File: config.mk
export PLATFORM = sky130hd
export DESIGN_NAME = ppl_lock
export DESIGN_NICKNAME = d
export VERILOG_FILES = /design/src/rtl/ppl_pkg.sv /design/src/rtl/ppl_lock.sv /design/src/rtl/ppl_perm_matrix.sv
export VERILOG_INCLUDE_DIRS = /design/src /design/src/rtl
export SDC_FILE = /design/constraint.sdc
export NUM_CORES = 1
export LEC_CHECK = 0
export ABC_AREA = 1
export BUFFER_PORTS_ARGS = -buffer_cell sky130_fd_sc_hd__buf_2
export CAP_MARGIN = 20
export CORE_MARGIN = 2
export CORE_UTILIZATION = 56
export CTS_BUF_LIST = sky130_fd_sc_hd__clkbuf_16
export CTS_CLUSTER_DIAMETER = 120
export DETAILED_ROUTE_END_ITERATION = 7
export PLACE_DENSITY = 0.88
export RECOVER_POWER = 100
export SLEW_MARGIN = 40
export SYNTH_ARGS = -nofsm -noshare
export SYNTH_HDL_FRONTEND = slang
export SYNTH_SLANG_ARGS = --single-unit
File: constraint.sdc
create_clock -name clk_sys -period 3.22 [get_ports clk_sys]
set_input_delay 0.161 -clock clk_sys [delete_from_list [all_inputs] [get_ports clk_sys]]
set_output_delay 0.161 -clock clk_sys [all_outputs]
set_load 0.1 [all_outputs]
File: src/rtl/ppl_regs.svh
`ifndef PPL_REGS_SVH
`define PPL_REGS_SVH

// Lock level values
`define PPL_LVL_RST       16'h270f
`define PPL_LVL_NONE      16'h270f
`define PPL_LVL_BASE_MAX  16'h0006
`define PPL_LVL_UG        16'h0063
`define PPL_LVL_CNT_BASE  16'h0064
`define PPL_LVL_CNT_MAX   16'h006a
`define PPL_LVL_UG_CNT    16'h00c7
`define PPL_LVL_OPT_RD    16'h0004

// Password entry values
`define PPL_PW_RST        16'h270f
`define PPL_PW_NOOP_LO    16'h0000
`define PPL_PW_NOOP_HI    16'h270f
`define PPL_PW_MIN        16'h03e8
`define PPL_PW_MAX        16'h270e

// Unlock failure counter
`define PPL_FAIL_RST      3'h0
`define PPL_FAIL_MAX      3'h5

`endif

File: src/rtl/ppl_pkg.sv
package ppl_pkg;

   typedef enum logic [1:0] {
      PPL_SRC_PANEL,
      PPL_SRC_RS485,
      PPL_SRC_OPTION,
      PPL_SRC_INTERNAL
   } ppl_src_e;

   typedef enum logic [1:0] {
      PPL_TGT_OTHER,
      PPL_TGT_LEVEL,
      PPL_TGT_PASSWORD
   } ppl_tgt_e;

endpackage : ppl_pkg

File: src/rtl/ppl_lock.sv
`timescale 1ns/1ps
`include "ppl_regs.svh"

// Overview of operation
// - Level resets to no-lock; only listed levels
// - Password 1000..9998 registers when level set
// - Writing 0 or 9999 accepted, no change
// - Levels 0..3 permission rows per source
// - Levels 4..6 permission rows per source
// - Levels 99/199 allow user-group parameters
// - Non-group parameters follow level four row
// - Group read selection block refuses reads
// - Write selection block refuses writes
// - Lock parameters accessible regardless of group
// - Levels 0/100 with option trip fault
// - Level writable only when group selection zero
// - Password writable when locked, else selection zero
// - Lock parameters ignore write selection setting
// - Registered password restricts until unlock
// - Password reads back 9999 when unset, else count or zero
// - Counting levels count failures, lock at five
// - Matching password unlocks; mismatch flags error
// - After five failures correct password refused
// - Full clear while stopped unlocks, clears everything
// - Lock refusal shows lock indication
// - Internal updates of other parameters bypass the lock
// - Full clear refused while drive runs
module ppl_lock (
   input  wire logic              clk_sys,              // 10 MHz system clock
   input  wire logic              rst_n,                // Async reset, active low
   input  wire logic              req_valid,            // Access request strobe
   input  wire ppl_pkg::ppl_src_e req_src,              // Requesting source
   input  wire logic              req_write,            // 1 write, 0 read
   input  wire ppl_pkg::ppl_tgt_e req_tgt,              // Targeted parameter class
   input  wire logic              req_user_grp,         // Target is in user group
   input  wire logic [15:0]       req_wdata,            // Write value
   input  wire logic [15:0]       group_read_selection, // Group read selection value
   input  wire logic              read_sel_block,       // Group selection hides target
   input  wire logic              write_sel_block,      // Write selection forbids write
   input  wire logic              option_installed,     // Option present, async pin
   input  wire logic              drive_running,        // Motor running, async pin
   input  wire logic              all_clear_req,        // Full parameter clear strobe
   output logic                   rsp_valid,            // Answer strobe
   output logic                   rsp_ok,               // Request carried out
   output logic                   rsp_err,              // Value or unlock error
   output logic                   rsp_lock_ind,         // Refused by password lock
   output logic [15:0]            rsp_rdata,            // Read value of lock params
   output logic [15:0]            lock_level_setting,   // Current lock level
   output logic                   locked,               // Password registered
   output logic                   lockout,              // Five failures reached
   output logic                   option_fault_trip,    // Option fault, trip
   output logic                   all_clear_ack,        // Full clear done
   output logic                   all_clear_refused,    // Full clear refused
   output logic                   param_clear           // Clear other parameters
);

   logic [15:0] lvl_ff;
   logic [15:0] pw_ff;
   logic        pw_set_ff;
   logic [2:0]  fail_ff;
   logic        opt_meta_ff;
   logic        opt_sync_ff;
   logic        run_meta_ff;
   logic        run_sync_ff;
   logic        rsp_valid_ff;
   logic        rsp_ok_ff;
   logic        rsp_err_ff;
   logic        rsp_lock_ind_ff;
   logic [15:0] rsp_rdata_ff;
   logic        lockout_ff;
   logic        opt_fault_ff;
   logic        clr_ack_ff;
   logic        clr_ref_ff;

   logic [15:0] nxt_lvl;
   logic [15:0] nxt_pw;
   logic        nxt_pw_set;
   logic [2:0]  nxt_fail;
   logic        nxt_ok;
   logic        nxt_err;
   logic        nxt_lock_ind;
   logic [15:0] nxt_rdata;

   function automatic logic f_counting(input logic [15:0] v);
      f_counting = ((v >= `PPL_LVL_CNT_BASE) && (v <= `PPL_LVL_CNT_MAX))
                 || (v == `PPL_LVL_UG_CNT);
   endfunction : f_counting

   function automatic logic f_level_ok(input logic [15:0] v);
      f_level_ok = (v <= `PPL_LVL_BASE_MAX) || (v == `PPL_LVL_UG)
                 || f_counting(v) || (v == `PPL_LVL_NONE);
   endfunction : f_level_ok

   // Decode of the current request
   logic is_int;
   logic tgt_lvl;
   logic tgt_pw;
   logic sel_zero;
   logic cnt_lvl;
   logic mat_allow;
   logic gen_ok;
   logic sel_ok;
   logic pw_noop;
   logic pw_range;
   logic pw_match;
   logic at_max;
   logic lvl_wr_ok;
   logic pw_wr_ok;
   logic do_clear;

   // Status and read-back terms
   logic        nxt_lockout;
   logic        nxt_opt_fault;
   logic        clr_refuse;
   logic [15:0] pw_rdval;

   assign is_int   = (req_src == ppl_pkg::PPL_SRC_INTERNAL);
   assign tgt_lvl  = (req_tgt == ppl_pkg::PPL_TGT_LEVEL);
   assign tgt_pw   = (req_tgt == ppl_pkg::PPL_TGT_PASSWORD);
   assign sel_zero = (group_read_selection == 16'h0000);
   assign cnt_lvl  = f_counting(lvl_ff);
   assign pw_noop  = (req_wdata == `PPL_PW_NOOP_LO) || (req_wdata == `PPL_PW_NOOP_HI);
   assign pw_range = (req_wdata >= `PPL_PW_MIN) && (req_wdata <= `PPL_PW_MAX);
   assign pw_match = (req_wdata == pw_ff);
   assign at_max   = (fail_ff == `PPL_FAIL_MAX);

   ppl_perm_matrix u_matrix (
      .level    (lvl_ff),
      .src      (req_src),
      .wr       (req_write),
      .user_grp (req_user_grp),
      .allow    (mat_allow)
   );

   // Restriction applies only once a password is registered
   assign gen_ok    = !pw_set_ff || mat_allow;
   assign sel_ok    = is_int
                    || (req_write ? !write_sel_block
                                  : !read_sel_block);
   // Lock parameters skip write selection and the matrix, but unarmed writes still need group selection zero
   assign lvl_wr_ok = !pw_set_ff && sel_zero;
   assign pw_wr_ok  = pw_set_ff
                    || ((lvl_ff != `PPL_LVL_NONE) && sel_zero);
   // Clear is refused while the motor runs
   assign do_clear  = all_clear_req && !run_sync_ff;

   // Lockout follows the state being written, so it lands with the count
   assign nxt_lockout   = f_counting(nxt_lvl) && (nxt_fail == `PPL_FAIL_MAX);
   // Deny-all level cannot coexist with an option
   assign nxt_opt_fault = opt_sync_ff
                        && ((lvl_ff == 16'h0000) || (lvl_ff == `PPL_LVL_CNT_BASE));
   assign clr_refuse    = all_clear_req && run_sync_ff;

   // Password reads show the failure count at most, never the value
   assign pw_rdval      = !pw_set_ff ? pw_ff
                        : (cnt_lvl ? {13'h0000, fail_ff} : 16'h0000);

   always_comb begin
      nxt_lvl      = lvl_ff;
      nxt_pw       = pw_ff;
      nxt_pw_set   = pw_set_ff;
      nxt_fail     = fail_ff;
      nxt_ok       = 1'b0;
      nxt_err      = 1'b0;
      nxt_lock_ind = 1'b0;
      nxt_rdata    = 16'h0000;
      if (req_valid) begin
         if (tgt_lvl) begin
            if (!req_write) begin
               nxt_ok    = 1'b1;
               nxt_rdata = lvl_ff;
            end else if (!lvl_wr_ok) begin
               // A selection refusal while unarmed is no lock refusal
               nxt_lock_ind = pw_set_ff;
            end else if (f_level_ok(req_wdata)) begin
               nxt_ok  = 1'b1;
               nxt_lvl = req_wdata;
            end else begin
               nxt_err = 1'b1;
            end
         end else if (tgt_pw) begin
            if (!req_write) begin
               nxt_ok    = 1'b1;
               nxt_rdata = pw_rdval;
            end else if (!pw_wr_ok) begin
               nxt_err = 1'b1;
            end else if (pw_noop) begin
               nxt_ok = 1'b1;
            end else if (!pw_set_ff) begin
               if (pw_range) begin
                  nxt_ok     = 1'b1;
                  nxt_pw     = req_wdata;
                  nxt_pw_set = 1'b1;
               end else begin
                  nxt_err = 1'b1;
               end
            end else if (cnt_lvl && at_max) begin
               // Even the right password is ignored now
               nxt_err      = 1'b1;
               nxt_lock_ind = 1'b1;
            end else if (pw_match) begin
               nxt_ok     = 1'b1;
               nxt_pw     = `PPL_PW_RST;
               nxt_pw_set = 1'b0;
               nxt_fail   = `PPL_FAIL_RST;
            end else begin
               nxt_err = 1'b1;
               if (cnt_lvl) begin
                  nxt_fail = fail_ff + 3'h1;
               end
            end
         end else if (gen_ok && sel_ok) begin
            nxt_ok = 1'b1;
         end else begin
            nxt_lock_ind = !gen_ok;
         end
      end
      // Clear overrides any update made in the same cycle
      if (do_clear) begin
         nxt_lvl    = `PPL_LVL_RST;
         nxt_pw     = `PPL_PW_RST;
         nxt_pw_set = 1'b0;
         nxt_fail   = `PPL_FAIL_RST;
      end
   end

   // Pin synchronisers
   always_ff @(posedge clk_sys or negedge rst_n) begin
      if (!rst_n) begin
         opt_meta_ff <= 1'b0;
         opt_sync_ff <= 1'b0;
         run_meta_ff <= 1'b0;
         run_sync_ff <= 1'b0;
      end else begin
         opt_meta_ff <= option_installed;
         opt_sync_ff <= opt_meta_ff;
         run_meta_ff <= drive_running;
         run_sync_ff <= run_meta_ff;
      end
   end

   // Lock state
   always_ff @(posedge clk_sys or negedge rst_n) begin
      if (!rst_n) begin
         lvl_ff    <= `PPL_LVL_RST;
         pw_ff     <= `PPL_PW_RST;
         pw_set_ff <= 1'b0;
         fail_ff   <= `PPL_FAIL_RST;
      end else begin
         lvl_ff    <= nxt_lvl;
         pw_ff     <= nxt_pw;
         pw_set_ff <= nxt_pw_set;
         fail_ff   <= nxt_fail;
      end
   end

   // Answers
   always_ff @(posedge clk_sys or negedge rst_n) begin
      if (!rst_n) begin
         rsp_valid_ff    <= 1'b0;
         rsp_ok_ff       <= 1'b0;
         rsp_err_ff      <= 1'b0;
         rsp_lock_ind_ff <= 1'b0;
         rsp_rdata_ff    <= 16'h0000;
      end else begin
         rsp_valid_ff    <= req_valid;
         rsp_ok_ff       <= nxt_ok;
         rsp_err_ff      <= nxt_err;
         rsp_lock_ind_ff <= nxt_lock_ind;
         rsp_rdata_ff    <= nxt_rdata;
      end
   end

   // Status and clear handshake
   always_ff @(posedge clk_sys or negedge rst_n) begin
      if (!rst_n) begin
         lockout_ff   <= 1'b0;
         opt_fault_ff <= 1'b0;
         clr_ack_ff   <= 1'b0;
         clr_ref_ff   <= 1'b0;
      end else begin
         lockout_ff   <= nxt_lockout;
         opt_fault_ff <= nxt_opt_fault;
         clr_ack_ff   <= do_clear;
         clr_ref_ff   <= clr_refuse;
      end
   end

   assign rsp_valid          = rsp_valid_ff;
   assign rsp_ok             = rsp_ok_ff;
   assign rsp_err            = rsp_err_ff;
   assign rsp_lock_ind       = rsp_lock_ind_ff;
   assign rsp_rdata          = rsp_rdata_ff;
   assign lock_level_setting = lvl_ff;
   assign locked             = pw_set_ff;
   assign lockout            = lockout_ff;
   assign option_fault_trip  = opt_fault_ff;
   assign all_clear_ack      = clr_ack_ff;
   assign all_clear_refused  = clr_ref_ff;
   // Other parameter settings are wiped with the same pulse
   assign param_clear        = clr_ack_ff;

endmodule : ppl_lock

File: src/rtl/ppl_perm_matrix.sv
`timescale 1ns/1ps
`include "ppl_regs.svh"

module ppl_perm_matrix (
   input  wire logic [15:0]       level,    // Current lock level
   input  wire ppl_pkg::ppl_src_e src,      // Requesting source
   input  wire logic              wr,       // 1 write, 0 read
   input  wire logic              user_grp, // Target is in user group
   output logic                   allow     // Access permitted by level
);

   logic [15:0] base;
   logic [15:0] eff;
   logic        ug;
   logic        is_pan;
   logic        is_485;
   logic        is_opt;
   logic        is_int;
   logic        rd_ok;
   logic        wr_ok;

   // Counting levels share the matrix of their base level
   assign base   = (level >= `PPL_LVL_CNT_BASE) ? (level - `PPL_LVL_CNT_BASE) : level;
   assign ug     = (base == `PPL_LVL_UG);
   // Outside the user group the option-read-only row applies
   assign eff    = ug ? `PPL_LVL_OPT_RD : base;
   assign is_pan = (src == ppl_pkg::PPL_SRC_PANEL);
   assign is_485 = (src == ppl_pkg::PPL_SRC_RS485);
   assign is_opt = (src == ppl_pkg::PPL_SRC_OPTION);
   assign is_int = (src == ppl_pkg::PPL_SRC_INTERNAL);

   always_comb begin
      rd_ok = 1'b0;
      wr_ok = 1'b0;
      unique case (eff)
         16'h0000: begin
            rd_ok = 1'b0;
            wr_ok = 1'b0;
         end
         16'h0001: begin
            rd_ok = 1'b1;
            wr_ok = 1'b0;
         end
         16'h0002: begin
            rd_ok = 1'b1;
            wr_ok = !is_pan;
         end
         16'h0003: begin
            rd_ok = 1'b1;
            wr_ok = is_pan;
         end
         16'h0004: begin
            rd_ok = is_opt;
            wr_ok = 1'b0;
         end
         16'h0005: begin
            rd_ok = !is_pan;
            wr_ok = !is_pan;
         end
         16'h0006: begin
            rd_ok = !is_485;
            wr_ok = is_pan;
         end
         default: begin
            // Only no-lock level 9999 lands here, never while armed; deny to be safe
            rd_ok = 1'b0;
            wr_ok = 1'b0;
         end
      endcase
   end

   // Internal updates such as life counters never hit the lock
   assign allow = is_int
                | (ug & user_grp)
                | (wr ? wr_ok : rd_ok);

endmodule : ppl_perm_matrix

==> results.py <==
metrics = {
    "status": {
        "status": "complete, but fails checks",
        "violations": "capacitance limit, slew limit",
    },
    "route": {
        "wl_per_cell_um": 16.29,
        "routed_wl_mm": 13.20,
        "firstDrtPassIters": 5,
        "avgViaCountPerCell": 5.706,
        "post-route-drc-count": 0,
        "final_antenna_net_count": 0,
        "via_count": 4622,
        "first_iter_violations": 405,
    },
    "die": {
        "die_h_um": 92.65,
        "start_util": 0.5724,
        "core-area_sq_um": 7687,
        "rows": 32,
        "die-width_um": 92.65,
        "io-pin-count": 88,
        "die_area_sq_um": 8583,
    },
    "synth": {
        "synthAdderAreaFrac": 0.02275,
        "synth-seq-cells": 64,
        "synthArstFlopShare": 1.000,
        "netlist.area_leader.share": 0.2730,
        "synth_top_area_cell": "dfrtp_1",
        "ys_top_cells_by_area": "dfrtp_1 27%, nand2_1 13%, dfstp_2 9.6%",
        "syn_area_per_cell_sq_um": 7.214,
        "synthSimpleGateAreaFrac": 0.3847,
        "synthFlopType": "dfrtp_1",
        "synth_mux_area_frac": 0,
        "synth_area_sq_um": 4400,
        "synth_edf_count": 0,
        "synth_cells": 610,
        "yosysWarnings": 0,
        "synth-compound-area-share": 0.1052,
        "syn-num-nets": 664,
        "synth.distinct_cells": 50,
        "synth_xor_area_frac": 0.03185,
        "synth_top_family_by_area": "simple AND/OR/NAND/NOR gates",
        "synth_seq_area_share": 0.3685,
    },
    "global_routing": {
        "grt_pass1_wl_mm": 20.92,
        "gr-total-overflow": 0,
        "antenna_found_initial": 0,
        "grt_usage": 0.3114,
        "grt_pass1_vias": 4441,
        "grt_max_degree": 47,
    },
    "pwr": {
        "ir_drop_v": 0.0002538,
        "leakage_nw": 2.530,
        "p_per_area_nw_per_um2": 395.3,
    },
    "clock_tree": {
        "clock_latency_ns": 0.33,
        "cts_buffers": 9,
        "cts_root_buf": "clkbuf_16",
        "cts_buffer_depth": 2,
        "post_cts_resize_count": 0,
        "clock_sinks": 64,
        "h-tree-depth": 3,
        "clkTransAtPathRegs_ns": 0.06,
        "cts_tree": "yes",
    },
    "cells_and_area": {
        "fin_nets": 757,
        "layout-drive-gt1-share": 0.1794,
        "syn2layout_area_growth_pct": 17.00,
        "antenna_cells": 0,
        "final_core_util": 0.6698,
        "design_area_sq_um": 5149,
    },
    "job": {
        "drv_cap": 1,
    },
    "timing": {
        "fin_crit_sh": 0.8985,
        "setup_tns_ns": 0,
        "holdWs_ns": 0.03480,
        "tightest_slew_ns": 2.487,
        "slew_headroom": -0.6582,
        "fmax_mhz": 345.7,
        "fin_crit_ns": 2.893,
        "hold_viol_final": 0,
        "rsz0062_at_grt": "false",
        "slew_violations": 47,
        "skew_ns": 0.01040,
        "finalSetupViolations": 0,
    },
    "place": {
        "dpl_cell_area_sq_um": 4907,
        "hpwl_mm": 9.853,
        "gp_congestion": 0.9468,
        "portBuffers": 87,
    },
    "critical_path": {
        "path_class": "flop to flop",
        "required_ns": 3.44,
        "cp_data_arrival_time_ns": 3.11,
        "worst_setup_path_start_kind": "flop",
        "worst_setup_path_end_kind": "flop",
        "worstPathMaxFanout": 10,
    },
    "worst_hold_path": {
        "hp-class": "input pin to flop",
    },
}
## cells by family after synthesis
family	after synthesis
simple gates	355
buf+inv	92
compound gates	75
flops	64
xor+xnor	16
fa+ha+maj	8
## placed cells by master (no fill, tap or decap), types with 3 or more instances in the layout
master,Yosys,routed
clkbuf_1,3,45
dfrtp_1,48,48
nand2_2,12,9
a21oi_2,6,6
o21ai_0,11,13
nor3_1,5,5
inv_1,66,67
clkbuf_16,0,9
buf_2,2,42
nand4_1,15,15
a21oi_1,29,30
nand2_4,4,3
nand3b_1,4,4
nand3_1,58,60
a31oi_1,4,4
o21ai_1,6,4
buf_4,3,3
inv_2,13,11
inv_6,0,4
nor2_1,64,66
o22ai_1,4,4
xor2_1,4,4
nor2_2,10,8
nand3_2,5,3
xnor2_1,12,12
nor2_4,4,4
dfstp_2,16,16
ha_1,8,8
dlygate4sd3_1,0,4
nor4_1,8,8
nand2_1,158,162
## flip-flops by register name, indices dropped and copies added, names as in the netlist, 3 cells and up
| name | count |
|---|---|
| lock_level_setting | 16 |
| fail_ff | 3 |
| pw_ff | 16 |
| rsp_rdata | 16 |
## path summary, 6_finish.rpt
| kind | depth (start not counted) | to | slack, ns | from |
|---|---|---|---|---|
| max in group asynchronous | 2 | lockout$_DFF_PN0_ | 0.66 | rst_n |
| worst max register to register | 17 | pw_ff[12]$_DFFE_PN0P_ | 0.33 | lock_level_setting[2]$_DFF_PN1_ |
| worst min register to register | 0 | run_sync_ff$_DFF_PN0_ | 0.35 | run_meta_ff$_DFF_PN0_ |
| worst max-delay path | 17 | pw_ff[12]$_DFFE_PN0P_ | 0.33 | lock_level_setting[2]$_DFF_PN1_ |
| worst min-delay path | 3 | all_clear_refused$_DFF_PN0_ | 0.03 | all_clear_req |
| min in group asynchronous | 2 | rsp_rdata[1]$_DFF_PN0_ | 1.14 | rst_n |
## critical path: stages (launching register included)
cell and delay [ns]:
dfstp_2 0.62, inv_1 0.14, ha_1 0.24, inv_1 0.07
nand3_2 0.08, nand2_1 0.19, nor2_8 0.06, nand2_4 0.12
nand3_1 0.11, o21ai_2 0.12, nand3_1 0.16, nand2_1 0.09
nor2_1 0.04, clkinv_1 0.06, nand2_1 0.07, nand3_2 0.13
inv_1 0.22, a32o_1 0.27
## area by class of cell
class	instances	area [sq um]
multi-input combinational	454	2355
tap	102	127.6
timing repair buffer	94	441.7
clock buffer	9	225.2
sequential	64	1622
clock inverter	7	76.32
inverter	80	301.5
fill	679	2539
## power breakdown
part / leakage (nW) / internal, mW / switching (mW)
clock: 0.145 / 0.607 / 0.382
combinational: 1.57 / 0.0524 / 0.174
sequential: 0.820 / 0.816 / 0.00324
total: 2.53 / 1.48 / 0.559
## Yosys cell counts, drive strengths merged, types with 2 or more instances
cell	number
nand2	174
inv	79
nor2	79
nand3	64
dfrtp	48
a21oi	36
o21ai	18
dfstp	16
nand4	15
xnor2	12
buf	9
nor4	9
ha	8
nor3	6
a31oi	4
nand3b	4
o22ai	4
xor2	4
clkbuf	3
a21boi	2
a41oi	2
o21bai	2
o31ai	2
## repair_timing
| item | in CTS | in global routing |
|---|---|---|
| hold buffers | 4 | 0 |
| setup endpoints to repair | 0 | 0 |
| buffers inserted | 0 | 0 |
| hold endpoints to repair | 36 | 0 |
## metal layers
layer | track usage | part of all wire | vias to the layer above | wire, um
met5 | 0 | 0 | - | 0
met1 | 0.3733 | 0.39 | 2166 | 5093
met4 | 0.1752 | 0.045 | 0 | 588
met2 | 0.5371 | 0.51 | 225 | 6666
met3 | 0.04394 | 0.064 | 58 | 847
li1 | - | - | 2173 | -
## per-stage QoR
stage          setup WS (ns)  power, mW  cells
2_1_floorplan         0.3840     0.9716    610
3_3_place_gp          0.6005      1.051    790
3_5_place_dp          0.5091      1.055    790
4_1_cts               0.4928      2.033    810
5_1_grt               0.1054      2.087    810
6_report              0.3269      2.035    810
Note: power is estimated with default switching activity, not from simulation.
